File: src/hdl/drc_pkg.sv
package drc_pkg;

    localparam int unsigned CLK_MHZ = 50;
    // refresh interval, in nanoseconds
    localparam int unsigned REFI_NORMAL_NS = 7800;
    localparam int unsigned REFI_FAST_NS = 3900;
    localparam logic [15:0] REFI_NORMAL_CYC = 16'(REFI_NORMAL_NS * CLK_MHZ / 1000);
    localparam logic [15:0] REFI_FAST_CYC = 16'(REFI_FAST_NS * CLK_MHZ / 1000);

    localparam logic [2:0] REF_BOUND_MIN = 3'h1;
    localparam logic [2:0] REF_BOUND_MAX = 3'h6;
    localparam logic [2:0] REF_SUB_DEFAULT = 3'h4;
    localparam logic [2:0] REF_URG_DEFAULT = 3'h6;
    localparam logic [3:0] REF_PEND_MAX = 4'h8;
    localparam int unsigned RANKS = 4;

    localparam logic [5:0] SETUP_MAX = 6'h27;
    localparam logic [7:0] REPLAY_MIN_VALID = 8'h04;
    localparam logic [3:0] PAT_LEN_MIN = 4'h3;
    localparam logic [3:0] PAT_LEN_MAX = 4'hc;
    localparam logic [2:0] STEP_1 = 3'h1;
    localparam logic [2:0] STEP_2 = 3'h2;
    localparam logic [2:0] STEP_4 = 3'h4;
    localparam logic [9:0] SPD_LAST_FULL = 10'h1ff;
    localparam logic [9:0] SPD_LAST_OPT = 10'h17f;
    localparam logic [3:0] SPD_MAC_NIBBLE = 4'hf;

    typedef enum logic [1:0] {
        DRC_TRI_AUTO = 2'b00,
        DRC_TRI_OFF = 2'b01,
        DRC_TRI_ON = 2'b10
    } drc_tri_t;

    typedef enum logic [1:0] {
        DRC_STAG_OFF = 2'b00,
        DRC_STAG_DIV3 = 2'b01,
        DRC_STAG_DIV4 = 2'b10
    } drc_stag_t;

    typedef enum logic [3:0] {
        DRC_MAC_AUTO = 4'h0,
        DRC_MAC_200K = 4'h1,
        DRC_MAC_300K = 4'h2,
        DRC_MAC_400K = 4'h3,
        DRC_MAC_500K = 4'h4,
        DRC_MAC_600K = 4'h5,
        DRC_MAC_700K = 4'h6,
        DRC_MAC_UNLIMITED = 4'h7,
        DRC_MAC_UNTESTED = 4'h8
    } drc_mac_t;

    typedef enum logic [1:0] {
        DRC_SYM_AUTO = 2'b00,
        DRC_SYM_X4 = 2'b01,
        DRC_SYM_X8 = 2'b10,
        DRC_SYM_X16 = 2'b11
    } drc_sym_t;

    typedef enum logic [1:0] {
        DRC_ST_IDLE = 2'b00,
        DRC_ST_IFACE = 2'b01,
        DRC_ST_EYE = 2'b10,
        DRC_ST_DONE = 2'b11
    } drc_st_t;

    typedef struct packed {
        logic [2:0] lower_bound;
        logic [2:0] urgent_threshold;
        logic fast_refresh;
        drc_stag_t stagger;
        logic [1:0] controller_index;
        logic [9:0] trfc;
    } drc_ref_cfg_t;

    typedef struct packed {
        logic [31:0] upper;
        logic [31:0] lower;
        logic [7:0] ecc;
        logic static_value;
        logic enable;
    } drc_lane_t;

    typedef struct packed {
        logic [1:0] mode;        // 1 iface, 2 eye, 3 both, 0 auto=both
        logic [1:0] pattern;     // 1 prbs, 2 switching, 3 both
        logic [3:0] length;
        logic [1:0] aggressors;  // 0 none, 1/3/7 channels
        logic per_nibble;
        logic [2:0] rd_vstep;
        logic [2:0] rd_tstep;
        logic [2:0] wr_vstep;
        logic [2:0] wr_tstep;
    } drc_bist_cfg_t;

endpackage

File: src/hdl/drc_ctrl.sv
`timescale 1ns/1ps
// Summary of operation
// - sub-urgent mode at postponed count lower bound
// - urgent mode at postponed count threshold
// - refresh interval 7.8 or 3.9 us
// - stagger self-refresh exit by trfc/n times index
// - command timing one or two cycles
// - manual setup delays 0..39 per signal group
// - activate limit from spd or override
// - replay limits programmable, 1..3 invalid
// - ecc on unless explicitly disabled
// - ecc symbol x4, x8, x16 or auto
// - spd optimized read skips upper bytes
// - chip-select interleave address blocks
// - bank, cs, rank-multiply hashing, bank-group exchange
// - selftest interface, data-eye or both
// - prbs, switching or both, length 3..12
// - none, 1, 3 or 7 aggressor channels
// - static lane masks upper, lower, ecc
// - sweep steps 1, 2 or 4
// - margins per chip select or nibble
// - power-down only when enabled or auto
module drc_ctrl
    import drc_pkg::*;
(
    input wire logic ref_clk,
    input wire logic srst,
    input wire logic mem_clk,
    input drc_pkg::drc_ref_cfg_t ref_cfg,
    input wire logic [RANKS-1:0] refresh_done,
    input wire logic rw_pending,
    input drc_pkg::drc_tri_t power_down_sel,
    input wire logic idle_hint,
    input wire logic self_refresh_exit,
    input wire logic [1:0] command_cycle_select,
    input wire logic bus_timing_manual,
    input wire logic [5:0] addr_command_setup_delay,
    input wire logic [5:0] select_termination_setup_delay,
    input wire logic [5:0] clock_enable_setup_delay,
    input drc_pkg::drc_mac_t mac_override,
    input wire logic [7:0] spd_byte7,
    input wire logic [7:0] parity_replay_cfg,
    input wire logic [7:0] crc_replay_cfg,
    input drc_pkg::drc_tri_t ecc_sel,
    input drc_pkg::drc_sym_t ecc_symbol_sel,
    input wire logic spd_read_optimize,
    input wire logic cs_interleave,
    input wire logic [4:0] hash_enables,
    input wire logic [15:0] addr_in,
    input wire logic bist_start,
    input drc_pkg::drc_bist_cfg_t bist_cfg,
    input drc_pkg::drc_lane_t aggressor_lanes,
    input drc_pkg::drc_lane_t target_lanes,
    output logic [RANKS-1:0] refresh_request,
    output logic sub_urgent,
    output logic urgent,
    output logic traffic_stall,
    output logic power_down_allow,
    output logic [10:0] sr_exit_extra,
    output logic two_cycle_cmd,
    output logic [17:0] setup_delays,
    output logic [3:0] max_activate_limit,
    output logic [7:0] parity_replay_limit,
    output logic [7:0] crc_replay_limit,
    output logic ecc_enable,
    output logic [1:0] ecc_symbol,
    output logic [9:0] spd_last_addr,
    output logic [15:0] addr_out,
    output logic [71:0] lane_force,
    output logic lane_value,
    output logic [11:0] bist_pattern,
    output logic [2:0] aggressor_mask,
    output logic [11:0] sweep_steps,
    output logic per_nibble_margin,
    output logic bist_busy,
    output logic bist_done
);
    import drc_pkg::*;

    ////////////////////////////////////////////////////////////////
    // link clock: sync and edge detect
    logic mclk_s;
    logic mclk_prev_q;
    logic mclk_rise;

    drc_sync u_sync
    (
        .ref_clk(ref_clk),
        .srst(srst),
        .async_in(mem_clk),
        .sync_out(mclk_s)
    );

    always_ff @(posedge ref_clk)
    begin
        if (srst)
            mclk_prev_q <= 1'b0;
        else
            mclk_prev_q <= mclk_s;
    end
    assign mclk_rise = mclk_s & ~mclk_prev_q;

    ////////////////////////////////////////////////////////////////
    // refresh interval timer
    logic [15:0] refi_cnt_q;
    logic refi_tick;

    assign refi_tick = (refi_cnt_q == 16'h0000);
    always_ff @(posedge ref_clk)
    begin
        // reload one short: the zero cycle belongs to the interval
        if (srst || refi_tick)
            refi_cnt_q <= (ref_cfg.fast_refresh ? REFI_FAST_CYC : REFI_NORMAL_CYC)
                - 16'h0001;
        else
            refi_cnt_q <= refi_cnt_q - 16'h0001;
    end

    ////////////////////////////////////////////////////////////////
    // postponed refresh counts, one per rank
    logic [2:0] lb_c;
    logic [2:0] ut_c;
    logic [3:0] pend_q [RANKS];
    logic [RANKS-1:0] sub_hit;
    logic [RANKS-1:0] urg_hit;

    // out-of-range settings clamp into 1..6; the lower bound is not
    // cross-checked since keeping it at or below the threshold is software's job
    assign lb_c = (ref_cfg.lower_bound < REF_BOUND_MIN) ? REF_BOUND_MIN :
                  (ref_cfg.lower_bound > REF_BOUND_MAX) ? REF_BOUND_MAX : ref_cfg.lower_bound;
    assign ut_c = (ref_cfg.urgent_threshold < REF_BOUND_MIN) ? REF_BOUND_MIN :
                  (ref_cfg.urgent_threshold > REF_BOUND_MAX) ? REF_BOUND_MAX :
                  ref_cfg.urgent_threshold;

    genvar gr;
    generate
        for (gr = 0; gr < RANKS; gr++)
        begin : g_rank
            // tick and done together: count stays, the new one is not lost
            always_ff @(posedge ref_clk)
            begin
                if (srst)
                    pend_q[gr] <= 4'h0;
                else if (refi_tick && !refresh_done[gr] && pend_q[gr] != REF_PEND_MAX)
                    pend_q[gr] <= pend_q[gr] + 4'h1;
                else if (!refi_tick && refresh_done[gr] && pend_q[gr] != 4'h0)
                    pend_q[gr] <= pend_q[gr] - 4'h1;
            end
            assign sub_hit[gr] = pend_q[gr] >= {1'b0, lb_c};
            assign urg_hit[gr] = pend_q[gr] >= {1'b0, ut_c};
        end
    endgenerate

    always_ff @(posedge ref_clk)
    begin
        if (srst)
        begin
            sub_urgent <= 1'b0;
            urgent <= 1'b0;
            traffic_stall <= 1'b0;
            refresh_request <= '0;
        end
        else
        begin
            sub_urgent <= |sub_hit;
            urgent <= |urg_hit;
            traffic_stall <= |urg_hit && rw_pending;
            // refreshes below the lower bound wait for an idle bus; sub-urgent and urgent ones go regardless
            for (int i = 0; i < RANKS; i++)
                refresh_request[i] <= urg_hit[i] ||
                    (pend_q[i] != 4'h0 && (!rw_pending || sub_hit[i]));
        end
    end

    ////////////////////////////////////////////////////////////////
    // power-down and self-refresh exit stagger
    logic [10:0] stag_base;

    always_comb
    begin
        case (ref_cfg.stagger)
            DRC_STAG_DIV3: stag_base = 11'(ref_cfg.trfc / 10'd3);
            DRC_STAG_DIV4: stag_base = 11'(ref_cfg.trfc >> 2);
            default: stag_base = 11'h000;
        endcase
    end

    always_ff @(posedge ref_clk)
    begin
        if (srst)
        begin
            power_down_allow <= 1'b0;
            sr_exit_extra <= 11'h000;
        end
        else
        begin
            power_down_allow <= (power_down_sel != DRC_TRI_OFF) && idle_hint && !urgent;
            if (self_refresh_exit)
                sr_exit_extra <= 11'(stag_base * ref_cfg.controller_index);
        end
    end

    ////////////////////////////////////////////////////////////////
    // command bus timing and retry limits
    function automatic logic [5:0] clamp_setup(input logic [5:0] v);
        clamp_setup = (v > SETUP_MAX) ? SETUP_MAX : v;
    endfunction

    function automatic logic [7:0] replay_fix(input logic [7:0] v);
        // 1..3 would retry too little to clear a burst; treat as disabled
        replay_fix = (v != 8'h00 && v < REPLAY_MIN_VALID) ? 8'h00 : v;
    endfunction

    always_ff @(posedge ref_clk)
    begin
        if (srst)
        begin
            two_cycle_cmd <= 1'b0;
            setup_delays <= '0;
            parity_replay_limit <= 8'h00;
            crc_replay_limit <= 8'h00;
        end
        else
        begin
            two_cycle_cmd <= (command_cycle_select == 2'b10);
            if (mclk_rise)
                setup_delays <= bus_timing_manual ?
                    {clamp_setup(addr_command_setup_delay),
                     clamp_setup(select_termination_setup_delay),
                     clamp_setup(clock_enable_setup_delay)} : '0;
            parity_replay_limit <= replay_fix(parity_replay_cfg);
            crc_replay_limit <= replay_fix(crc_replay_cfg);
        end
    end

    ////////////////////////////////////////////////////////////////
    // activate limit, ecc, spd policy
    always_ff @(posedge ref_clk)
    begin
        if (srst)
        begin
            max_activate_limit <= 4'h0;
            ecc_enable <= 1'b1;
            ecc_symbol <= 2'b00;
            spd_last_addr <= SPD_LAST_FULL;
        end
        else
        begin
            max_activate_limit <= (mac_override == DRC_MAC_AUTO) ?
                (spd_byte7[3:0] & SPD_MAC_NIBBLE) : mac_override;
            ecc_enable <= (ecc_sel != DRC_TRI_OFF);
            ecc_symbol <= ecc_symbol_sel;
            spd_last_addr <= spd_read_optimize ? SPD_LAST_OPT : SPD_LAST_FULL;
        end
    end

    ////////////////////////////////////////////////////////////////
    // address map: interleave, hashes, bank-group exchange
    logic [15:0] amap;

    always_comb
    begin
        amap = addr_in;
        if (cs_interleave)
            amap[1:0] = addr_in[15:14] ^ addr_in[3:2];
        if (hash_enables[0])
            amap[5:4] = amap[5:4] ^ addr_in[13:12];
        if (hash_enables[1])
            amap[1:0] = amap[1:0] ^ addr_in[11:10];
        if (hash_enables[2])
            amap[2] = amap[2] ^ addr_in[9];
        if (hash_enables[3])
            amap[7:6] = {amap[6], amap[7]};
        if (hash_enables[4])
            amap[7:6] = amap[7:6] ^ amap[5:4];
    end

    always_ff @(posedge ref_clk)
    begin
        if (srst)
            addr_out <= 16'h0000;
        else
            addr_out <= amap;
    end

    ////////////////////////////////////////////////////////////////
    // memory selftest sequencer
    drc_st_t st_q;
    logic [3:0] pat_len;
    logic [7:0] step_cnt_q;

    function automatic logic [2:0] step_fix(input logic [2:0] v);
        step_fix = (v == STEP_4) ? STEP_4 : (v == STEP_2) ? STEP_2 : STEP_1;
    endfunction

    assign pat_len = (bist_cfg.length < PAT_LEN_MIN) ? PAT_LEN_MIN :
                     (bist_cfg.length > PAT_LEN_MAX) ? PAT_LEN_MAX : bist_cfg.length;

    always_ff @(posedge ref_clk)
    begin
        if (srst)
        begin
            st_q <= DRC_ST_IDLE;
            step_cnt_q <= 8'h00;
        end
        else
        begin
            case (st_q)
                DRC_ST_IDLE:
                    if (bist_start)
                    begin
                        step_cnt_q <= 8'h00;
                        st_q <= (bist_cfg.mode == 2'b10) ? DRC_ST_EYE : DRC_ST_IFACE;
                    end
                DRC_ST_IFACE:
                    if (mclk_rise)
                    begin
                        step_cnt_q <= step_cnt_q + 8'h01;
                        if (step_cnt_q[3:0] == pat_len)
                        begin
                            step_cnt_q <= 8'h00;
                            st_q <= (bist_cfg.mode == 2'b01) ? DRC_ST_DONE : DRC_ST_EYE;
                        end
                    end
                DRC_ST_EYE:
                    if (mclk_rise)
                    begin
                        step_cnt_q <= step_cnt_q + 8'(step_fix(bist_cfg.rd_vstep));
                        if (step_cnt_q >= {4'h0, pat_len})
                            st_q <= DRC_ST_DONE;
                    end
                DRC_ST_DONE:
                    if (!bist_start)
                        st_q <= DRC_ST_IDLE;
                default: st_q <= DRC_ST_IDLE;
            endcase
        end
    end

    always_ff @(posedge ref_clk)
    begin
        if (srst)
        begin
            bist_busy <= 1'b0;
            bist_done <= 1'b0;
            bist_pattern <= '0;
            aggressor_mask <= 3'b000;
            sweep_steps <= '0;
            per_nibble_margin <= 1'b0;
            lane_force <= '0;
            lane_value <= 1'b0;
        end
        else
        begin
            bist_busy <= (st_q == DRC_ST_IFACE) || (st_q == DRC_ST_EYE);
            bist_done <= (st_q == DRC_ST_DONE);
            bist_pattern <= {2'b00, bist_cfg.pattern, pat_len, 4'h0};
            case (bist_cfg.aggressors)
                2'b01: aggressor_mask <= 3'b001;
                2'b10: aggressor_mask <= 3'b011;
                2'b11: aggressor_mask <= 3'b111;
                default: aggressor_mask <= 3'b000;
            endcase
            sweep_steps <= {step_fix(bist_cfg.rd_vstep), step_fix(bist_cfg.rd_tstep),
                            step_fix(bist_cfg.wr_vstep), step_fix(bist_cfg.wr_tstep)};
            per_nibble_margin <= bist_cfg.per_nibble;
            // aggressor lanes take precedence: when both are enabled only the aggressor masks are applied
            if (aggressor_lanes.enable)
            begin
                lane_force <= {aggressor_lanes.upper, aggressor_lanes.lower,
                               aggressor_lanes.ecc};
                lane_value <= aggressor_lanes.static_value;
            end
            else if (target_lanes.enable)
            begin
                lane_force <= {target_lanes.upper, target_lanes.lower,
                               target_lanes.ecc};
                lane_value <= target_lanes.static_value;
            end
            else
            begin
                lane_force <= '0;
                lane_value <= 1'b0;
            end
        end
    end
endmodule

File: src/hdl/drc_sync.sv
`timescale 1ns/1ps
module drc_sync
(
    input wire logic ref_clk,
    input wire logic srst,
    input wire logic async_in,
    output logic sync_out
);
    logic meta_q;

    always_ff @(posedge ref_clk)
    begin
        if (srst)
        begin
            meta_q <= 1'b0;
            sync_out <= 1'b0;
        end
        else
        begin
            meta_q <= async_in;
            sync_out <= meta_q;
        end
    end
endmodule

File: config.mk
export PLATFORM = sky130hd
export DESIGN_NAME = drc_ctrl
export DESIGN_NICKNAME = d
export VERILOG_FILES = /design/src/hdl/drc_pkg.sv /design/src/hdl/drc_ctrl.sv /design/src/hdl/drc_sync.sv
export SDC_FILE = /design/constraint.sdc
export NUM_CORES = 1
export LEC_CHECK = 0
export BUFFER_PORTS_ARGS = -buffer_cell sky130_fd_sc_hd__buf_2
export CELL_PAD_IN_SITES_DETAIL_PLACEMENT = 0
export CELL_PAD_IN_SITES_GLOBAL_PLACEMENT = 2
export CORE_UTILIZATION = 24
export CTS_CLUSTER_SIZE = 25
export DETAILED_ROUTE_END_ITERATION = 8
export HOLD_SLACK_MARGIN = 0.12
export PLACE_DENSITY = 0.78
export SLEW_MARGIN = 30
export SYNTH_ARGS = -nofsm -noshare
export SYNTH_HDL_FRONTEND = slang
export SYNTH_SLANG_ARGS = --single-unit
File: constraint.sdc
create_clock -name ref_clk -period 5.1 [get_ports ref_clk]
set_input_delay 0.765 -clock ref_clk [delete_from_list [all_inputs] [get_ports ref_clk]]
set_output_delay 0.765 -clock ref_clk [all_outputs]
set_load 0.03 [all_outputs]
==> results.cfg, run 1 <==
[power]
power_frac_comb_pct = 23.0
ir_drop_uv = 227
switching_share_pct = 31.7
finalPower_mw = 5.22
power.density_nw_per_um2 = 350
seqPwrFrac_pct = 37.5
p_sw_mw = 1.66
clkPwrFrac_pct = 39.4
p_leak_nw = 6.96
internal_power_mw = 3.57

[sta]
slew_headroom_pct = 36.9
max_freq_ghz = 0.205
hold_slack_ps = 376
finClkSkew_ps = 28.4
hold_violations = 0
slew_violations = 0
setup_tns_ps = 0
finalCriticalPeriod_ps = 4880
rsz0062_at_grt = no
min_period_over_period_pct = 95.6
setup_violations = 0
worst_pin_slew_ps = 922

[grt]
grt_start_max_net_pins = 84
antenna_found_initial = 17
grt_pass1_vias = 10200
track_usage_pct = 17.1
overflow = 0
grt_pass1_wl_um = 61200

[clock_tree]
cts_max_level = 1
insertion_delay_ps = 580
root_buffer = clkbuf_16
clock-sinks = 220
ctsHoldBuffers = 0
cts_tree = yes
path_clk_slew_ps = 50
numCtsBuffers = 28
clock_path_buffers = 3

[die]
die_w_um = 214
die_h_um = 214
core_area_um2 = 44200
num_rows = 77
dieArea_um2 = 45800
initial_core_util_pct = 24.4
ios = 471

[placement]
io_buffers = 451
gp_congestion = 0.907
dpl.hpwl_um = 31800
placed_area_um2 = 13900

[drt]
wirelength_met1_um = 18500
drc_errors = 0
dr_wl_met2_um = 18100
route.met3.wl_um = 3410
postRouteAntennaNets = 0
top_layer = met5
drt_pre_antenna_iters = 6
drt_iter0_drc = 591
viasPerCell = 4.62
totalWireLength_um = 40900
wl_per_cell_um = 17.7
vias = 10600

[finish]
nets = 2021
fin_area_um2 = 14900
mostFrequentLayoutCell = buf_2
fin_util_pct = 33.8
layout_common_cells = buf_2, dfxtp_1, nor2_1, a22oi_1, a21oi_1
syn2layout_area_growth_pct = 38.5
drive_gt1_share_pct = 34.7

[logic_synthesis]
synth_seq_cells = 220
synth_top_area_share_pct = 37.9
ys.flop_type = dfxtp_1
synth.area.top_cells = dfxtp_1, ha_1, a22oi_1
synth_cells = 1219
ys_warn_count = 0
synthArstFlopShare_pct = 0
synth-seq-area-share_pct = 42.3
synthesis.area_um2 = 10800
yosysTopAreaCell = dfxtp_1
avgSynthCellArea_um2 = 8.85
synth-edff-count = 16
ys_types = 80

[setup_path]
crit_type = primary input to register
endpoint_kind = register
crit_required_ps = 5520
worst_ep_arrival_time_ps = 5300
start_kind = primary input
cp_max_fo = 6

[outcome]
status = complete, no violations

[run]
cap_violations = 0

[min_path]
hold_path.class = primary input to register
[cell usage after synthesis (20+ instances only)]
master / instances
nor2b_1: 55
ha_1: 57
nor2_1: 169
dfxtp_1: 204
inv_1: 36
a21oi_1: 81
a21o_1: 20
nand2_1: 66
o21ai_0: 30
clkbuf_1: 50
nand2b_1: 32
nor3_1: 22
xnor2_1: 25
a22oi_1: 88
[final cells by class]
cell class / instances / area (um^2)
fill: 4649 / 29300
multi-input combinational: 888 / 5810
sequential: 220 / 4560
timing repair buffer: 505 / 2690
clock buffer: 40 / 826
tap: 592 / 741
clock inverter: 12 / 149
inverter: 37 / 139
antenna: 10 / 25.0
[cells by family after synthesis]
logic type / after synthesis / share of synthesized area [%]
other cells: 2 / 0.0696
flops: 220 / 42.3
mux: 10 / 0.928
simple gates: 436 / 20.2
buf+inv: 124 / 4.95
xor+xnor: 42 / 3.41
compound gates: 322 / 20.7
fa+ha+maj: 63 / 7.45
[path summary, 6_finish.rpt]
path,start,to,slack [ps],cells after the start
hold reg to reg,u_sync.meta_q,u_sync.sync_out,440,1
setup reg to reg,refi_cnt_q[0],pend_q[2][3],1190,14
hold / removal,command_cycle_select[0],two_cycle_cmd,380,2
setup / recovery,ref_cfg[6],sr_exit_extra[9],220,24
[state kept, by name (all words and copies together), names as in the netlist, 6 cells and up]
name                 count
parity_replay_limit      8
lane_force              72
pend_q                  16
refi_cnt_q              16
setup_delays            18
crc_replay_limit         8
sweep_steps             12
sr_exit_extra           11
bist_pattern             6
addr_out                16
step_cnt_q               8
[layer usage]
layer | up-vias | track usage, %
met5 | - | 0
met4 | 14 | 4.27
li1 | 5226 | -
met1 | 4989 | 23.2
met3 | 62 | 5.20
met2 | 343 | 26.2
[critical path: stages]
cell,delay [ps]
buf_2,130
and3b_1,190
o311a_1,360
o2bb2ai_2,140
or2_4,270
o21ai_4,160
o21ai_2,80
xnor2_1,140
ha_1,330
or3_1,330
o31ai_2,210
nor3_1,110
a2111oi_2,460
nor3b_1,120
ha_2,200
fa_2,340
a21o_1,170
a21oi_2,140
o21bai_1,90
a21oi_2,140
o21bai_1,90
a21oi_2,130
xnor2_1,120
o22ai_1,90
[stage by stage]
step | cells | setup slack [ps]
after global routing | 2299 | 1.64
final | 2304 | 223
after global placement | 2241 | -288
after floorplan | 1232 | -140
after CTS | 2293 | 228
after detailed placement | 2241 | -361
[power by group through the flow]
stage,clock [mW],combinational [mW],sequential (mW)
2_1_floorplan,0,0.636,2.13
3_3_place_gp,0,1.19,1.99
3_5_place_dp,0,1.20,2.00
4_1_cts,2.14,1.20,1.96
5_1_grt,2.23,1.32,1.97
6_report,2.06,1.20,1.96
[repair_timing]
action                                  CTS  global route
buffers inserted                          0             1
endpoints found under the setup margin    0             2
resized for setup                         0             7
(Power assumes the default switching activity.)
==> run 2, diff against run 1 <==
--- a/config.mk
+++ b/config.mk
@@ -8,11 +8,11 @@
 export BUFFER_PORTS_ARGS = -buffer_cell sky130_fd_sc_hd__buf_2
 export CELL_PAD_IN_SITES_DETAIL_PLACEMENT = 0
 export CELL_PAD_IN_SITES_GLOBAL_PLACEMENT = 2
-export CORE_UTILIZATION = 24
+export CORE_UTILIZATION = 29
 export CTS_CLUSTER_SIZE = 25
 export DETAILED_ROUTE_END_ITERATION = 8
 export HOLD_SLACK_MARGIN = 0.12
-export PLACE_DENSITY = 0.78
+export PLACE_DENSITY = 0.88
 export SLEW_MARGIN = 30
 export SYNTH_ARGS = -nofsm -noshare
 export SYNTH_HDL_FRONTEND = slang
==> constraint.sdc (replaced) <==
create_clock -name ref_clk -period 6 [get_ports ref_clk]
set_input_delay 0.9 -clock ref_clk [delete_from_list [all_inputs] [get_ports ref_clk]]
set_output_delay 0.9 -clock ref_clk [all_outputs]
set_load 0.03 [all_outputs]
==> run 2 against run 1 <==
  * Cell count decreased by 6.9%
  * Flip-flop and latch count unchanged
  * Worst setup slack improved by 220 ps
  * Via count decreased by 2.9%
  * Largest cell class unchanged
  * Clock skew decreased by 21 ps
  * Non-clock buffer count decreased by 28
  * Critical endpoint unchanged
  * Sequential share of layout area increased by 0.94 points
  * Design area decreased by 3.0%
  * Total power decreased by 15%
==> results.cfg, run 2 (synthesis gave the netlist of run 1 again) <==
[outcome]
status = complete, no violations

[sta]
hold_slack_ps = 433
worst_pin_slew_ps = 900
hold_violations = 0
finalWorstSetupSlack_ps = 439
slew_violations = 0
slew_headroom_pct = 39.2
rsz0062_at_grt = no
setup_tns_ps = 0
setup_violations = 0
max_freq_ghz = 0.180
min_period_over_period_pct = 92.7
finClkSkew_ps = 7.41
finalCriticalPeriod_ps = 5560

[die]
core_area_um2 = 36600
die_w_um = 195
initial_core_util_pct = 29.5
dieArea_um2 = 38000
num_rows = 70
die_h_um = 195
ios = 471

[clock_tree]
numCtsBuffers = 28
post_cts_resized = 0
clock-sinks = 220
cts_tree = yes
insertion_delay_ps = 540
cts_setup_buffers = 0
ctsHoldBuffers = 0
clock_path_buffers = 3
cts_max_level = 1
path_clk_slew_ps = 60
root_buffer = clkbuf_16

[drt]
drt_pre_antenna_iters = 5
postRouteAntennaNets = 0
drc_errors = 0
drt_iter0_drc = 510
wl_per_cell_um = 17.1
vias = 10300
totalWireLength_um = 36700
viasPerCell = 4.81

[grt]
overflow = 0
track_usage_pct = 18.7
grt_pass1_vias = 9836
grt_start_max_net_pins = 95
grt_pass1_wl_um = 56200
antenna_found_initial = 17

[placement]
place_ws_ps = -84.2
gp_congestion = 0.863
io_buffers = 451
placed_area_um2 = 13500
dpl.hpwl_um = 28200

[setup_path]
endpoint_kind = register
crit_required_ps = 6390
cp_max_fo = 14
slowest_delay_ps = 450
worst_ep_arrival_time_ps = 5950
critPathSlowestCell = a2111oi_2
cp_common_cell = a21oi_1
start_kind = primary input
crit_type = primary input to register

[finish]
nets = 1993
fin_area_um2 = 14500
mostFrequentLayoutCell = buf_2
syn2layout_area_growth_pct = 34.4
multi_input_area_um2 = 5740
top_register = lane_force
drive_gt1_share_pct = 32.9
fillers = 3782
reg.largest.list = lane_force (72), setup_delays (18)
layout_common_cells = buf_2, dfxtp_1, nor2_1, a22oi_1, a21oi_1
largest_reg_flops = 72
regArea_um2 = 4560

[power]
ir_drop_uv = 194
p_leak_nw = 6.82
power.density_nw_per_um2 = 306

[run]
cap_violations = 0

[min_path]
hold_path.class = register to register
## run 2: cell types whose count changed in the layout (fill, tap and decap cells not counted), moves of 2 or more
| cell | change |
|---|---|
| inv_4 | -2 |
| diode_2 | -5 |
| bufinv_16 | +3 |
| o21ai_1 | +2 |
| a21oi_2 | -4 |
| buf_4 | -26 |
| a21oi_1 | +4 |
| clkbuf_8 | -5 |
| clkinv_2 | +5 |
## run 2: area by class of cell
| cell class | count | share of cell area (%) |
|---|---|---|
| diodes | 5 | 0.0863 |
| multi-input cells | 888 | 39.6 |
| flip-flops and latches | 220 | 31.5 |
| inverters | 37 | 0.958 |
| clock buffers | 34 | 5.20 |
| repair buffers | 477 | 17.0 |
| well taps | 468 | 4.04 |
| clock inverters | 17 | 1.59 |
## run 2: per-layer routing
metal,up-vias,global-route usage (%),wire length (um)
met5,-,0,123
met4,20,5.60,986
met3,83,5.17,3010
met2,374,29.8,16500
met1,4682,24.6,16100
li1,5169,-,-
## run 2: worst paths after layout
path                 startpoint                to  slack [ps]  depth (start not counted)
setup / recovery     ref_cfg[6]  sr_exit_extra[9]         440                         26
hold reg to reg   u_sync.meta_q   u_sync.sync_out         430                          1
setup reg to reg  refi_cnt_q[0]      pend_q[2][3]        2150                         14
hold / removal    u_sync.meta_q   u_sync.sync_out         430                          1
## run 2: critical path: cells and delay by family
family | cells | cell delay, ps
XOR/XNOR | 2 | 290
adder cells (fa/ha/maj) | 3 | 970
AND/OR/NAND/NOR | 6 | 980
buffers and inverters | 1 | 190
AO/OA/AOI/OAI | 14 | 2590
## run 2: through the flow
| stage | utilization [%] | power, mW | std cells |
|---|---|---|---|
| floorplan | - | 2.34 | 1232 |
| global placement | 36.8 | 2.66 | 2090 |
| detailed placement | 36.8 | 2.67 | 2090 |
| CTS | 39.5 | 4.49 | 2141 |
| global route | 39.6 | 4.67 | 2142 |
| finish | 39.6 | 4.43 | 2146 |
## run 2: power breakdown
part | leakage (nW) | total [mW] | internal, mW | switching, mW
registers | 1.85 | 1.66 | 1.59 | 0.0776
clock network | 0.483 | 1.79 | 1.11 | 0.678
logic | 4.48 | 0.979 | 0.375 | 0.604
==> run 3, diff against run 2 <==
--- a/config.mk
+++ b/config.mk
@@ -12,8 +12,9 @@
 export CTS_CLUSTER_SIZE = 25
 export DETAILED_ROUTE_END_ITERATION = 8
 export HOLD_SLACK_MARGIN = 0.12
-export PLACE_DENSITY = 0.88
+export PLACE_DENSITY = 0.89
 export SLEW_MARGIN = 30
 export SYNTH_ARGS = -nofsm -noshare
 export SYNTH_HDL_FRONTEND = slang
+export SYNTH_HIERARCHICAL = 1
 export SYNTH_SLANG_ARGS = --single-unit
==> run 3 against run 2 <==
  * Critical path depth unchanged
  * Highest routed layer unchanged
  * Clock skew is essentially flat
  * Register-to-register slack got worse by 70 ps
  * Global-route usage down 2.3 points
  * Combinational power decreased by 3.1%
  * Core utilization decreased by 0.20 points
  * Largest power group is now registers
  * Via count fell by 1.5%
==> results.cfg, run 3 <==
[outcome]
status = complete, no violations

[logic_synthesis]
synth_common_cells = dfxtp_1, nor2_1, nand2_1
synth_top_area_share_pct = 38.3
ys_types = 76
synth.area.top_cells = dfxtp_1, ha_1, nor2_1
yosysMostFrequentCell = dfxtp_1
ys.flop_type = dfxtp_1
synthArstFlopShare_pct = 0
synth-edff-count = 16
synthesis.area_um2 = 10700
synth_cells = 1223
synth_seq_cells = 220
ys_warn_count = 6
synth-seq-area-share_pct = 42.8
yosysTopAreaCell = dfxtp_1
avgSynthCellArea_um2 = 8.72

[run]
cap_violations = 0

[sta]
worst_pin_slew_ps = 909
finalCriticalPeriod_ps = 5300
slew_headroom_pct = 37.8
finalWorstSetupSlack_ps = 699
finClkSkew_ps = 7.80
hold_violations = 0
slew_violations = 0
setup_tns_ps = 0
setup_violations = 0
max_freq_ghz = 0.189
min_period_over_period_pct = 88.3
rsz0062_at_grt = no

[clock_tree]
numCtsBuffers = 27
insertion_delay_ps = 550
clock-sinks = 220
cts_tree = yes
post_cts_resized = 0
ctsHoldBuffers = 0
path_clk_slew_ps = 60
cts_setup_buffers = 0
cts_max_level = 1
clock_path_buffers = 3
root_buffer = clkbuf_16

[die]
num_rows = 69
die_w_um = 194
die_h_um = 194
ios = 471
core_area_um2 = 35900
dieArea_um2 = 37600
initial_core_util_pct = 29.7

[placement]
place_ws_ps = 117
dpl.hpwl_um = 24900
gp_congestion = 0.826
placed_area_um2 = 13300
io_buffers = 451

[grt]
antenna_found_initial = 3
track_usage_pct = 16.4
grt_pass1_wl_um = 50500
grt_start_max_net_pins = 75
grt_pass1_vias = 9582
overflow = 0

[drt]
totalWireLength_um = 32400
vias = 10200
drt_iter0_drc = 392
postRouteAntennaNets = 0
wl_per_cell_um = 15.2
drc_errors = 0
drt_pre_antenna_iters = 7
viasPerCell = 4.79

[finish]
nets = 1983
layout_common_cells = buf_2, dfxtp_1, nor2_1, nand2_1, a22oi_1
fin_area_um2 = 14100
top_register = lane_force
multi_input_area_um2 = 5600
reg.largest.list = lane_force (72), setup_delays (18)
fillers = 3757
mostFrequentLayoutCell = buf_2
fin_util_pct = 39.4
drive_gt1_share_pct = 31.3
largest_reg_flops = 72
syn2layout_area_growth_pct = 32.6
regArea_um2 = 4560

[setup_path]
crit_type = primary input to register
critPathSlowestCell = nor2_1
cp_num_buf_inv = 1
endpoint_kind = register
r2r-start = refi_cnt_q[2]
worst_ep_arrival_time_ps = 5710
cp_max_fo = 17
cp_common_cell = nor2_1
slowest_delay_ps = 420
cp_top_family = compound AO/OA/AOI/OAI gates
ff2ff_path_depth = 14
start_kind = primary input
reg2reg_slack_ps = 2080
crit_required_ps = 6410
r2r-end = pend_q[2][3]

[min_path]
hold-path-cell-count = 1
hold_path.class = register to register
hold_path.startpoint = urgent
min_to = power_down_allow

[power]
power.density_nw_per_um2 = 297
ir_drop_uv = 199
p_leak_nw = 6.67
==> run 3: cell types whose count changed after synthesis, sizes merged, moves of 6 or more <==
cell	before	now
nand2b	32	26
or2	2	8
a21oi	81	73
o31ai	8	2
nor2	170	183
and2	19	12
nand2	67	90
==> run 3: worst max path at each step <==
stage	from	depth (start not counted)	endpoint	slack (ps)
floorplan	ref_cfg[4]	28	sr_exit_extra[9]	500
global placement	ref_cfg[9]	26	sr_exit_extra[9]	200
detailed placement	ref_cfg[9]	26	sr_exit_extra[9]	120
CTS	ref_cfg[9]	26	sr_exit_extra[9]	700
global route	ref_cfg[9]	26	sr_exit_extra[9]	360
finish	ref_cfg[9]	26	sr_exit_extra[9]	700
==> run 3: metal layers <==
layer  vias up  global-route usage (%)  part of all wire (%)
met5         -                       0                 0.025
met2       362                    28.8                    48
li1       5117                       -                     -
met4         2                    4.80                   2.3
met3        50                    4.02                   7.1
met1      4647                    19.8                    42
==> run 3: where the power goes <==
part / switching, mW / internal (mW)
Clock: 0.649 / 0.930
Combinational: 0.586 / 0.363
Sequential: 0.0843 / 1.59
==> run 3: cell type report <==
class | count | share of cell area [%]
multi-input cells | 887 | 39.6
flip-flops and latches | 220 | 32.3
repair buffers | 465 | 16.7
clock buffers | 38 | 5.35
well taps | 461 | 4.08
inverters | 41 | 1.09
clock inverters | 12 | 0.832
diodes | 1 | 0.0177
==> run 3: logic make-up (layout without fill, tap and decap cells) <==
group / after synthesis / in the layout / synth area share, %
xor gates and xnor gates: 43 / 43 / 3.53
DFF: 220 / 220 / 42.8
muxes: 8 / 8 / 0.751
other: 2 / 16 / 0.0704
and+or+nand+nor: 450 / 450 / 20.2
buffers and inverters: 129 / 556 / 5.22
adders and majority gates: 63 / 63 / 7.53
AOI/OAI and AO/OA: 308 / 308 / 19.9
==> run 3: through the flow <==
stage	hold WS [ps]	power [mW]	std cells
2_1_floorplan	414	2.35	1236
3_3_place_gp	427	2.65	2074
3_5_place_dp	422	2.66	2074
4_1_cts	431	4.28	2124
5_1_grt	451	4.45	2125
6_report	431	4.21	2125
